--- config.mk ---
export PLATFORM = sky130hd
export DESIGN_NAME = ppbc_top
export DESIGN_NICKNAME = d
export VERILOG_FILES = /design/src/inc/ppbc_pkg.sv /design/src/rtl/ppbc_top.sv
export SDC_FILE = /design/constraint.sdc
export NUM_CORES = 1
export LEC_CHECK = 0
export BUFFER_PORTS_ARGS = -buffer_cell sky130_fd_sc_hd__buf_2
export CORE_ASPECT_RATIO = 1.75
export CORE_MARGIN = 10
export CORE_UTILIZATION = 52
export DETAILED_ROUTE_END_ITERATION = 10
export GPL_ROUTABILITY_DRIVEN = 0
export PLACE_DENSITY = 0.85
export SYNTH_ARGS = -nofsm -noshare
export SYNTH_HDL_FRONTEND = slang
export SYNTH_SLANG_ARGS = --single-unit
--- constraint.sdc ---
create_clock -name aclk -period 4.8 [get_ports aclk]
set_input_delay 0.24 -clock aclk [delete_from_list [all_inputs] [get_ports aclk]]
set_output_delay 0.24 -clock aclk [all_outputs]
set_load 0.005 [all_outputs]
--- src/inc/ppbc_pkg.sv ---
package ppbc_pkg;

  // ---------------------------------------------------------------
  // Register indices and byte addresses
  // ---------------------------------------------------------------
  localparam logic [11:0] IDX_BASIC_CONTROL = 12'h04c;
  localparam logic [11:0] IDX_BASIC_STATUS  = 12'h04e;
  localparam logic [11:0] IDX_IDENT_LOW     = 12'h050;
  localparam logic [11:0] IDX_IDENT_HIGH    = 12'h052;
  localparam logic [11:0] IDX_CONTROL_FOUR  = 12'h060;
  localparam logic [11:0] IDX_STATUS_ALIAS  = 12'h062;
  localparam logic [11:0] ADDR_BASIC_CONTROL = IDX_BASIC_CONTROL << 2;
  localparam logic [11:0] ADDR_BASIC_STATUS  = IDX_BASIC_STATUS << 2;
  localparam logic [11:0] ADDR_IDENT_LOW     = IDX_IDENT_LOW << 2;
  localparam logic [11:0] ADDR_IDENT_HIGH    = IDX_IDENT_HIGH << 2;
  localparam logic [11:0] ADDR_CONTROL_FOUR  = IDX_CONTROL_FOUR << 2;
  localparam logic [11:0] ADDR_STATUS_ALIAS  = IDX_STATUS_ALIAS << 2;

  // ---------------------------------------------------------------
  // Basic control fields
  // ---------------------------------------------------------------
  localparam int CTL_FAR_LOOP   = 14;
  localparam int CTL_SPEED_100  = 13;
  localparam int CTL_AN_ENABLE  = 12;
  localparam int CTL_POWER_DOWN = 11;
  localparam int CTL_ISOLATE    = 10;
  localparam int CTL_AN_RESTART = 9;
  localparam int CTL_DUPLEX     = 8;
  localparam int CTL_COL_TEST   = 7;
  localparam int CTL_XOVER_ALG  = 5;
  localparam int CTL_FORCE_MDIX = 4;
  localparam int CTL_AUTO_DIS   = 3;
  localparam int CTL_TX_DIS     = 1;
  localparam logic [15:0] CTL_RESET = 16'h3120;
  localparam logic [15:0] CTL_WMASK = 16'h7b3f;

  // Control bit -> control_four bit, -1 where no alias
  localparam int CF_MAP [16] = '{-1, 14, 12, 10, 9, -1, -1, -1,
                                  5, 13, -1, 11, 7, 6, 8, -1};

  // ---------------------------------------------------------------
  // Status fields
  // ---------------------------------------------------------------
  localparam logic [15:0] STS_FIXED   = 16'h7808;
  localparam int          STS_AN_DONE = 5;
  localparam int          STS_LINK    = 2;
  localparam int          SA_XOVER    = 15;
  localparam int          SA_AN_DONE  = 6;
  localparam int          SA_LINK     = 5;

  // ---------------------------------------------------------------
  // Bus answers
  // ---------------------------------------------------------------
  localparam logic [1:0] RESP_OKAY   = 2'b00;
  localparam logic [1:0] RESP_SLVERR = 2'b10;

endpackage : ppbc_pkg

--- src/rtl/ppbc_top.sv ---
module ppbc_top #(
  parameter logic [15:0] PHY_ID_LOW  = 16'h0a5a, // Arbitrary value
  parameter logic [15:0] PHY_ID_HIGH = 16'h05a5  // Arbitrary value
) (
  input  wire logic        aclk,
  input  wire logic        aresetn,
  input  wire logic [11:0] s_axi_awaddr,
  input  wire logic [2:0]  s_axi_awprot,
  input  wire logic        s_axi_awvalid,
  output logic             s_axi_awready,
  input  wire logic [31:0] s_axi_wdata,
  input  wire logic [3:0]  s_axi_wstrb,
  input  wire logic        s_axi_wvalid,
  output logic             s_axi_wready,
  output logic [1:0]       s_axi_bresp,
  output logic             s_axi_bvalid,
  input  wire logic        s_axi_bready,
  input  wire logic [11:0] s_axi_araddr,
  input  wire logic [2:0]  s_axi_arprot,
  input  wire logic        s_axi_arvalid,
  output logic             s_axi_arready,
  output logic [31:0]      s_axi_rdata,
  output logic [1:0]       s_axi_rresp,
  output logic             s_axi_rvalid,
  input  wire logic        s_axi_rready,
  input  wire logic        phy_an_done,
  input  wire logic        phy_link_up,
  output logic             far_loop_o,
  output logic             speed_100_o,
  output logic             an_enable_o,
  output logic             power_down_o,
  output logic             an_restart_o,
  output logic             duplex_full_o,
  output logic             xover_std_o,
  output logic             force_mdix_o,
  output logic             auto_mdix_dis_o,
  output logic             tx_disable_o
);

  // ---------------------------------------------------------------
  // Declarations
  // ---------------------------------------------------------------
  logic        aw_have_r;
  logic [11:0] aw_addr_r;
  logic        w_have_r;
  logic [31:0] w_data_r;
  logic [3:0]  w_strb_r;
  logic        awready_r;
  logic        wready_r;
  logic        bvalid_r;
  logic [1:0]  bresp_r;
  logic        arready_r;
  logic        rvalid_r;
  logic [31:0] rdata_r;
  logic [1:0]  rresp_r;
  logic [15:0] ctl_r;
  logic [15:0] ctl_nxt;
  logic [1:0]  an_sync_r;
  logic [1:0]  link_sync_r;
  logic        aw_hs;
  logic        w_hs;
  logic        ar_hs;
  logic        wr_commit;
  logic        aw_have_nxt;
  logic        w_have_nxt;
  logic        bvalid_nxt;
  logic [1:0]  bresp_nxt;
  logic        rvalid_nxt;
  logic        wr_basic;
  logic        wr_four;
  logic        wr_salias;
  logic        wr_hit;
  logic        rd_hit;
  logic [15:0] ctl_view;
  logic [15:0] sts_view;
  logic [15:0] cf_view;
  logic [15:0] sa_view;
  logic [15:0] rd_word;
  logic        an_done_s;
  logic        link_s;

  // ---------------------------------------------------------------
  // Write channel decode
  // ---------------------------------------------------------------
  // Address and data may arrive in either order
  assign aw_hs       = s_axi_awvalid && awready_r;
  assign w_hs        = s_axi_wvalid && wready_r;
  assign ar_hs       = s_axi_arvalid && arready_r;
  assign wr_commit   = aw_have_r && w_have_r && !bvalid_r;
  assign aw_have_nxt = aw_hs || (aw_have_r && !wr_commit);
  assign w_have_nxt  = w_hs || (w_have_r && !wr_commit);
  assign bvalid_nxt  = wr_commit || (bvalid_r && !s_axi_bready);
  // Answer code clears with bvalid so a stale error never shows
  assign bresp_nxt   = wr_commit  ? (wr_hit ? ppbc_pkg::RESP_OKAY
                                            : ppbc_pkg::RESP_SLVERR) :
                       bvalid_nxt ? bresp_r : ppbc_pkg::RESP_OKAY;
  assign wr_basic    = wr_commit && (aw_addr_r == ppbc_pkg::ADDR_BASIC_CONTROL);
  assign wr_four     = wr_commit && (aw_addr_r == ppbc_pkg::ADDR_CONTROL_FOUR);
  assign wr_salias   = wr_commit && (aw_addr_r == ppbc_pkg::ADDR_STATUS_ALIAS);
  // Read-only words accept the write with no effect
  assign wr_hit = wr_basic || wr_four || wr_salias
               || (aw_addr_r == ppbc_pkg::ADDR_BASIC_STATUS)
               || (aw_addr_r == ppbc_pkg::ADDR_IDENT_LOW)
               || (aw_addr_r == ppbc_pkg::ADDR_IDENT_HIGH);

  // Write handshake state
  always_ff @(posedge aclk) begin
    if (!aresetn) begin
      aw_have_r <= 1'b0;
      w_have_r  <= 1'b0;
      awready_r <= 1'b0;
      wready_r  <= 1'b0;
      bvalid_r  <= 1'b0;
      bresp_r   <= ppbc_pkg::RESP_OKAY;
    end else begin
      aw_have_r <= aw_have_nxt;
      w_have_r  <= w_have_nxt;
      awready_r <= !aw_have_nxt && !bvalid_nxt;
      wready_r  <= !w_have_nxt && !bvalid_nxt;
      bvalid_r  <= bvalid_nxt;
      bresp_r   <= bresp_nxt;
    end
  end

  // Captured payloads, no reset needed
  always_ff @(posedge aclk) begin
    if (aw_hs) begin
      aw_addr_r <= s_axi_awaddr;
    end
    if (w_hs) begin
      w_data_r <= s_axi_wdata;
      w_strb_r <= s_axi_wstrb;
    end
  end

  // ---------------------------------------------------------------
  // Status input synchronisers
  // ---------------------------------------------------------------
  // PHY status comes from the analog side, so it is resynchronised
  always_ff @(posedge aclk) begin
    if (!aresetn) begin
      an_sync_r   <= 2'b00;
      link_sync_r <= 2'b00;
    end else begin
      an_sync_r   <= {an_sync_r[0], phy_an_done};
      link_sync_r <= {link_sync_r[0], phy_link_up};
    end
  end
  assign an_done_s = an_sync_r[1];
  assign link_s    = link_sync_r[1];

  // ---------------------------------------------------------------
  // Control storage, one flop per bit
  // ---------------------------------------------------------------
  genvar gi;
  generate
    for (gi = 0; gi < 16; gi++) begin : g_ctl
      logic basic_we;
      logic alias_we;
      logic alias_val;
      assign basic_we = wr_basic && w_strb_r[gi / 8]
                     && ppbc_pkg::CTL_WMASK[gi];
      if (ppbc_pkg::CF_MAP[gi] >= 0) begin : g_cf
        assign alias_we  = wr_four && w_strb_r[ppbc_pkg::CF_MAP[gi] / 8];
        assign alias_val = w_data_r[ppbc_pkg::CF_MAP[gi]];
      end else if (gi == ppbc_pkg::CTL_XOVER_ALG) begin : g_sa
        // crossover select shared with status alias
        assign alias_we  = wr_salias && w_strb_r[ppbc_pkg::SA_XOVER / 8];
        assign alias_val = w_data_r[ppbc_pkg::SA_XOVER];
      end else begin : g_none
        assign alias_we  = 1'b0;
        assign alias_val = 1'b0;
      end
      if (gi == ppbc_pkg::CTL_AN_RESTART) begin : g_sc
        // self-clear, a new write of one wins
        assign ctl_nxt[gi] = (basic_we && w_data_r[gi])
                          || (alias_we && alias_val);
      end else begin : g_rw
        assign ctl_nxt[gi] = basic_we ? w_data_r[gi] :
                             alias_we ? alias_val : ctl_r[gi];
      end
    end
  endgenerate

  always_ff @(posedge aclk) begin
    if (!aresetn) begin
      ctl_r <= ppbc_pkg::CTL_RESET;
    end else begin
      ctl_r <= ctl_nxt & ppbc_pkg::CTL_WMASK;
    end
  end

  // ---------------------------------------------------------------
  // Control outputs to the PHY
  // ---------------------------------------------------------------
  // loopback control
  assign far_loop_o      = ctl_r[ppbc_pkg::CTL_FAR_LOOP];
  // forced speed, used only without negotiation
  assign speed_100_o     = ctl_r[ppbc_pkg::CTL_SPEED_100];
  assign an_enable_o     = ctl_r[ppbc_pkg::CTL_AN_ENABLE];
  assign power_down_o    = ctl_r[ppbc_pkg::CTL_POWER_DOWN];
  assign an_restart_o    = ctl_r[ppbc_pkg::CTL_AN_RESTART];
  // forced duplex, also the fallback when negotiation fails
  assign duplex_full_o   = ctl_r[ppbc_pkg::CTL_DUPLEX];
  assign xover_std_o     = ctl_r[ppbc_pkg::CTL_XOVER_ALG];
  assign force_mdix_o    = ctl_r[ppbc_pkg::CTL_FORCE_MDIX];
  assign auto_mdix_dis_o = ctl_r[ppbc_pkg::CTL_AUTO_DIS];
  assign tx_disable_o    = ctl_r[ppbc_pkg::CTL_TX_DIS];

  // ---------------------------------------------------------------
  // Read views
  // ---------------------------------------------------------------
  // unsupported bits never stored, so they read zero
  assign ctl_view = ctl_r & ppbc_pkg::CTL_WMASK;

  always_comb begin
    sts_view = ppbc_pkg::STS_FIXED;
    sts_view[ppbc_pkg::STS_AN_DONE] = an_done_s;
    sts_view[ppbc_pkg::STS_LINK]    = link_s;
  end

  // control_four view of the same flops
  always_comb begin
    cf_view = 16'h0000;
    for (int i = 0; i < 16; i++) begin
      if (ppbc_pkg::CF_MAP[i] >= 0) begin
        cf_view[ppbc_pkg::CF_MAP[i]] = ctl_r[i];
      end
    end
  end

  always_comb begin
    sa_view = 16'h0000;
    sa_view[ppbc_pkg::SA_XOVER]   = ctl_r[ppbc_pkg::CTL_XOVER_ALG];
    sa_view[ppbc_pkg::SA_AN_DONE] = an_done_s;
    sa_view[ppbc_pkg::SA_LINK]    = link_s;
  end

  assign rd_hit = (s_axi_araddr == ppbc_pkg::ADDR_BASIC_CONTROL)
               || (s_axi_araddr == ppbc_pkg::ADDR_BASIC_STATUS)
               || (s_axi_araddr == ppbc_pkg::ADDR_IDENT_LOW)
               || (s_axi_araddr == ppbc_pkg::ADDR_IDENT_HIGH)
               || (s_axi_araddr == ppbc_pkg::ADDR_CONTROL_FOUR)
               || (s_axi_araddr == ppbc_pkg::ADDR_STATUS_ALIAS);
  assign rd_word =
    (s_axi_araddr == ppbc_pkg::ADDR_BASIC_CONTROL) ? ctl_view :
    (s_axi_araddr == ppbc_pkg::ADDR_BASIC_STATUS)  ? sts_view :
    (s_axi_araddr == ppbc_pkg::ADDR_IDENT_LOW)     ? PHY_ID_LOW :
    (s_axi_araddr == ppbc_pkg::ADDR_IDENT_HIGH)    ? PHY_ID_HIGH :
    (s_axi_araddr == ppbc_pkg::ADDR_CONTROL_FOUR)  ? cf_view :
    (s_axi_araddr == ppbc_pkg::ADDR_STATUS_ALIAS)  ? sa_view : 16'h0000;
  assign rvalid_nxt = ar_hs || (rvalid_r && !s_axi_rready);

  // ---------------------------------------------------------------
  // Read channel
  // ---------------------------------------------------------------
  // Data is sampled at the address edge and held while stalled
  always_ff @(posedge aclk) begin
    if (!aresetn) begin
      arready_r <= 1'b0;
      rvalid_r  <= 1'b0;
      rdata_r   <= 32'h0000_0000;
      rresp_r   <= ppbc_pkg::RESP_OKAY;
    end else begin
      arready_r <= !rvalid_nxt;
      rvalid_r  <= rvalid_nxt;
      if (ar_hs) begin
        rdata_r <= {16'h0000, rd_word};
        rresp_r <= rd_hit ? ppbc_pkg::RESP_OKAY : ppbc_pkg::RESP_SLVERR;
      end
    end
  end

  assign s_axi_awready = awready_r;
  assign s_axi_wready  = wready_r;
  assign s_axi_bvalid  = bvalid_r;
  assign s_axi_bresp   = bresp_r;
  assign s_axi_arready = arready_r;
  assign s_axi_rvalid  = rvalid_r;
  assign s_axi_rdata   = rdata_r;
  assign s_axi_rresp   = rresp_r;

  // ---------------------------------------------------------------
  // Checks
  // ---------------------------------------------------------------
  // defaults after reset
  ctl_reset_a: assert property (
    @(posedge aclk) !aresetn |=> ctl_r == ppbc_pkg::CTL_RESET)
    else $error("control defaults wrong after reset");

  restart_pulse_a: assert property (
    @(posedge aclk) disable iff (!aresetn)
    $rose(an_restart_o) |=> !an_restart_o)
    else $error("restart bit did not self-clear");

  // basic write reaches power-down next cycle
  pdown_write_a: assert property (
    @(posedge aclk) disable iff (!aresetn)
    wr_basic && w_strb_r[1] |=> power_down_o == $past(w_data_r[11]))
    else $error("power-down not updated by write");

  // unsupported isolate and collision-test control bits read back zero
  ro_ctl_zero_a: assert property (
    @(posedge aclk) disable iff (!aresetn)
    ar_hs && s_axi_araddr == ppbc_pkg::ADDR_BASIC_CONTROL
    |=> !s_axi_rdata[ppbc_pkg::CTL_ISOLATE]
        && !s_axi_rdata[ppbc_pkg::CTL_COL_TEST])
    else $error("unsupported control bit set");

  sts_fixed_a: assert property (
    @(posedge aclk) disable iff (!aresetn)
    (sts_view & 16'hffdb) == 16'h7808)
    else $error("fixed status bits wrong");

  // link bit tracks the pin two cycles late
  link_track_a: assert property (
    @(posedge aclk) disable iff (!aresetn)
    ##2 sts_view[ppbc_pkg::STS_LINK] == $past(phy_link_up, 2))
    else $error("link status does not follow link");

  an_track_a: assert property (
    @(posedge aclk) disable iff (!aresetn)
    ##2 sa_view[ppbc_pkg::SA_AN_DONE] == $past(phy_an_done, 2))
    else $error("negotiation complete not reported");

  // write through control_four lands in shared flop
  alias_four_a: assert property (
    @(posedge aclk) disable iff (!aresetn)
    wr_four && w_strb_r[1] && !wr_basic
    |=> far_loop_o == $past(w_data_r[8]))
    else $error("control_four alias not shared");

  id_read_a: assert property (
    @(posedge aclk) disable iff (!aresetn)
    ar_hs && s_axi_araddr == ppbc_pkg::ADDR_IDENT_LOW
    |=> s_axi_rvalid && s_axi_rdata == {16'h0000, PHY_ID_LOW})
    else $error("identifier low word wrong");

  // Write answer one cycle after both halves held
  wr_answer_a: assert property (
    @(posedge aclk) disable iff (!aresetn)
    wr_commit |=> s_axi_bvalid ##0 !s_axi_awready)
    else $error("write response missing");

endmodule : ppbc_top

== After elaboration in Yosys (flattened, before gate mapping) ==
Cells that the tools add are included.
Widths: inputs -> output; s select.

* Register bits after elaboration: 73
* Input bits: 75
* Output and inout port bits: 51
* Word-level logic and storage cells: 112

* Equal/unequal tests: 13
* Mux-type cells: 30
* Reduce and logical (&&, ||, !) cells: 48

{| class="wikitable"
|+ Operators by type and width
! operator !! count
|-
| $eq 12x9->1 const B || 12
|-
| $mux 16 || 6
|-
| $logic_and 1x1->1 || 21
|-
| $mux 1 || 20
|-
| $logic_or 1x1->1 || 15
|-
| $logic_not 1->1 || 8
|-
| $mux 2 || 4
|-
| $reduce_bool 2->1 || 4
|-
| $ne 2x2->1 const B || 1
|}

== Logic depth before layout (Yosys ltp) ==
* Depth in word-level cells: 10
* Gate-level depth with buffers: 6
* Gate-level depth less buffers: 5

== Worst setup path after synthesis ==
Ideal clock, no wire load.

* Kind: reg-to-reg
* Start point: register aw_addr_r[4]
* End point: register ctl_r[1]
* Library setup time: 0.131 ns
* Data arrival time: 1.997 ns
* Required time: 4.669 ns
* Slack: 2.672 ns
* Cell stages (with the launch flop): 7
* Path buffers: 1
* Period minus slack after synthesis: 2.128 ns
* Path through: edfxtp_1 > or4b_4 > or4b_4 > buf_6 > nor2_8 > mux2i_1 > a21oi_1

* Longest elaborated chain between the ends: 4
* Elaborated cells on any way between the ends: 8
* Classes of those cells: eq/ne: 2; mux: 1; reduce/logical: 5

{| class="wikitable"
|+ Ends and longest elaborated chain
! element !! line !! text
|-
| start, declared || ppbc_top.sv:44 || <nowiki>logic [11:0] aw_addr_r;</nowiki>
|-
| start signal, assigned || ppbc_top.sv:128 || <nowiki>aw_addr_r <= s_axi_awaddr;</nowiki>
|-
| $eq 12x9->1 (on tied branches) || ppbc_top.sv:97, ppbc_top.sv:98 ||
|-
| $logic_and 1x1->1 (on tied branches) || ppbc_top.sv:97, ppbc_top.sv:98 ||
|-
| $logic_and 1x1->1 (on tied branches) || - ||
|-
| $mux 1 or $reduce_bool 2->1 (tied branches) || - ||
|-
| end signal, assigned || ppbc_top.sv:187 || <nowiki>ctl_r <= ppbc_pkg::CTL_RESET;</nowiki>
|-
| end signal, assigned || ppbc_top.sv:189 || <nowiki>ctl_r <= ctl_nxt & ppbc_pkg::CTL_WMASK;</nowiki>
|-
| end, declared || ppbc_top.sv:56 || <nowiki>logic [15:0] ctl_r;</nowiki>
|}

Several ways; a longest one is shown, not always the timed one.
A chain may end at the register's enable or synchronous reset.

== Final worst setup path ==
* Start point: register aw_addr_r[4]
* End point: register ctl_r[3]

Same word-level chain as after synthesis.

==> metrics.txt <==
CP Cell Sequence or4b_4 -> or4b_4 -> nor2_8 -> mux2i_1 -> a21oi_1; Worst-Margin Slew 853 ps; Antenna Nets Post-Route 0; hold crit path type in -> reg; final wirelength 7410 um; worst clock skew 8.17 ps; Clock Latency Late Sink 340 ps; drt pass-1 iters 4; family with the most delay on the worst path simple AND/OR/NAND/NOR gates; P_leak 1.46 nW; global-route wire length before repair 11,800 um; Fillers 501; Congestion Overflow GR 0; CP Depth 5; Highest Clock Rate 0.443 GHz; ranking of synthesized cells by area edfxtp_1, dfxtp_1, o21ai_0; instance count of the mapped netlist 290; synthesized flop and latch total 71; final setup violating endpoints 0; vias after detailed routing 2,437; Routed WL per cell 16.4 um; Hold Crit Depth 1; chip height 122 um; Post-synth ARST share 0; Via-to-Cell Ratio 5.40; die width 78.1 um; ANT cells 0; Final Hold Fails 0; initial antenna violation count 0; Worst Setup End Kind flop; CP Class reg -> reg; RSZ-0062 raised after global routing no; clock transition at the registers of the reported paths 60 ps; Layout area overhead 17.1%; final setup margin 2540 ps; Worst slew margin 0.431; maximum vdd drop 0.000258 V; critical path buffer and inverter count 0; cts hold-fix bufs 0; slowest CP cell or4b_4; post-layout minimum cycle time 2260 ps; starting DRC count in detailed routing 253; Worst path most repeated cell or4b_4; largest net degree at the start of global routing 42; post-CTS sizing 0; hold_ws 70.2 ps; number of primary I/O pins 126; CTS tree yes; initial core utilization 0.530; setup TNS 0 ps; sequential element share of the synthesized area 0.561; Primary FF master, synth dfxtp_1; Die ar. 9500 um^2; Crit path largest cell delay 610 ps; # port buffers 83; Clock Tree Buf Depth 2; Power Dens Cells 314 nW/um^2; post-synth top area share 0.294; total CTS buffers 9; outcome finished, final reports clean; final worst path period share 0.471; core area 5790 um^2; Post-DP HPWL 5660 um; most instantiated library cell after synthesis dfxtp_1; share of layout cells above drive strength 1 0.265; final slew viol count 0; root buffer cell clkbuf_8; synth warn 0; max_cap viols 0; Setup Buffers After CTS 0; DRC viols 0; vias in the first global route 2,485; CTS HTree Levels 3; fin nets 443; Cell Rows 37; DP Worst Slack 2510 ps; synthesized area per cell 10.6 um^2; crit path max fanout 9; Post-Syn Area 3070 um^2; cell taking the most area after synthesis edfxtp_1; Critical Path AT 2470 ps; R2R depth 5; Post-synth EDFFs 30; library cells used by synthesis 50; Startpoint Class flop; Power Total 1.13 mW; Req. time, crit path 5010 ps; Total GRT Usage 0.156; most frequent cells after synthesis dfxtp_1, o21ai_0, edfxtp_1; clock sinks 71
sequential cells by signal, indices dropped and copies added (netlist names), 2 cells and up:
signal	count
an_sync_r	2
aw_addr_r	12
ctl_r	12
link_sync_r	2
s_axi_rdata	16
w_data_r	16
w_strb_r	2
cells by family after synthesis:
logic type      share of synthesized area
mux                                0.0232
buf+inv                            0.0681
other cells                       0.00122
flops                               0.561
simple gates                        0.184
compound gates                      0.163
worst register-to-register path, cell delays in order, from the launching register on:
cell and delay (ps):
edfxtp_1 430, or4b_4 570, or4b_4 610, nor2_8 190
mux2i_1 240, a21oi_1 90
layout make-up:
class                   count  area [um^2]  area share
flip-flops and latches     71         1720       0.479
multi-input cells         201         1200       0.334
repair buffers             83          415       0.116
clock buffers              14          143      0.0397
well taps                  78         97.6      0.0271
clock inverters             2         7.51     0.00209
inverters                   2         7.51     0.00209
path summary, 6_finish.rpt:
check,start,slack (ps),endpoint
max,aw_addr_r[4],2540,ctl_r[3]
min,s_axi_wdata[11],70,w_data_r[11]
max reg2reg,aw_addr_r[4],2540,ctl_r[3]
min reg2reg,an_sync_r[0],430,an_sync_r[1]
power by group:
part	switching [mW]	total, mW	internal [mW]
registers	0.0111	0.666	0.655
clock network	0.195	0.380	0.185
logic	0.0479	0.0832	0.0352
routing by layer:
metal | routed length [um] | part of all wire | global-route usage
met2 | 3960 | 0.54 | 0.284
met4 | 168 | 0.023 | 0.0777
met5 | 0 | 0 | 0
met3 | 580 | 0.078 | 0.0583
met1 | 2690 | 0.36 | 0.148
per-stage QoR:
| step | area [um^2] | util | std cells |
|---|---|---|---|
| after global placement | 3440 | 0.595 | 435 |
| after detailed placement | 3440 | 0.595 | 435 |
| after global routing | 3590 | 0.621 | 451 |
| after CTS | 3590 | 0.621 | 451 |
| after floorplan | 3130 | - | 307 |
| final | 3590 | 0.621 | 451 |
cell usage in the layout, fill, tap and decap left out, drive strengths merged, types with 8 or more instances in the layout:
cell type,count
edfxtp,30
nor2,11
o21ai,33
dfxtp,41
a21oi,27
conb,18
buf,83
clkbuf,14
nand2,15
nor2b,10
and2,8
(Power assumes the default switching activity.)
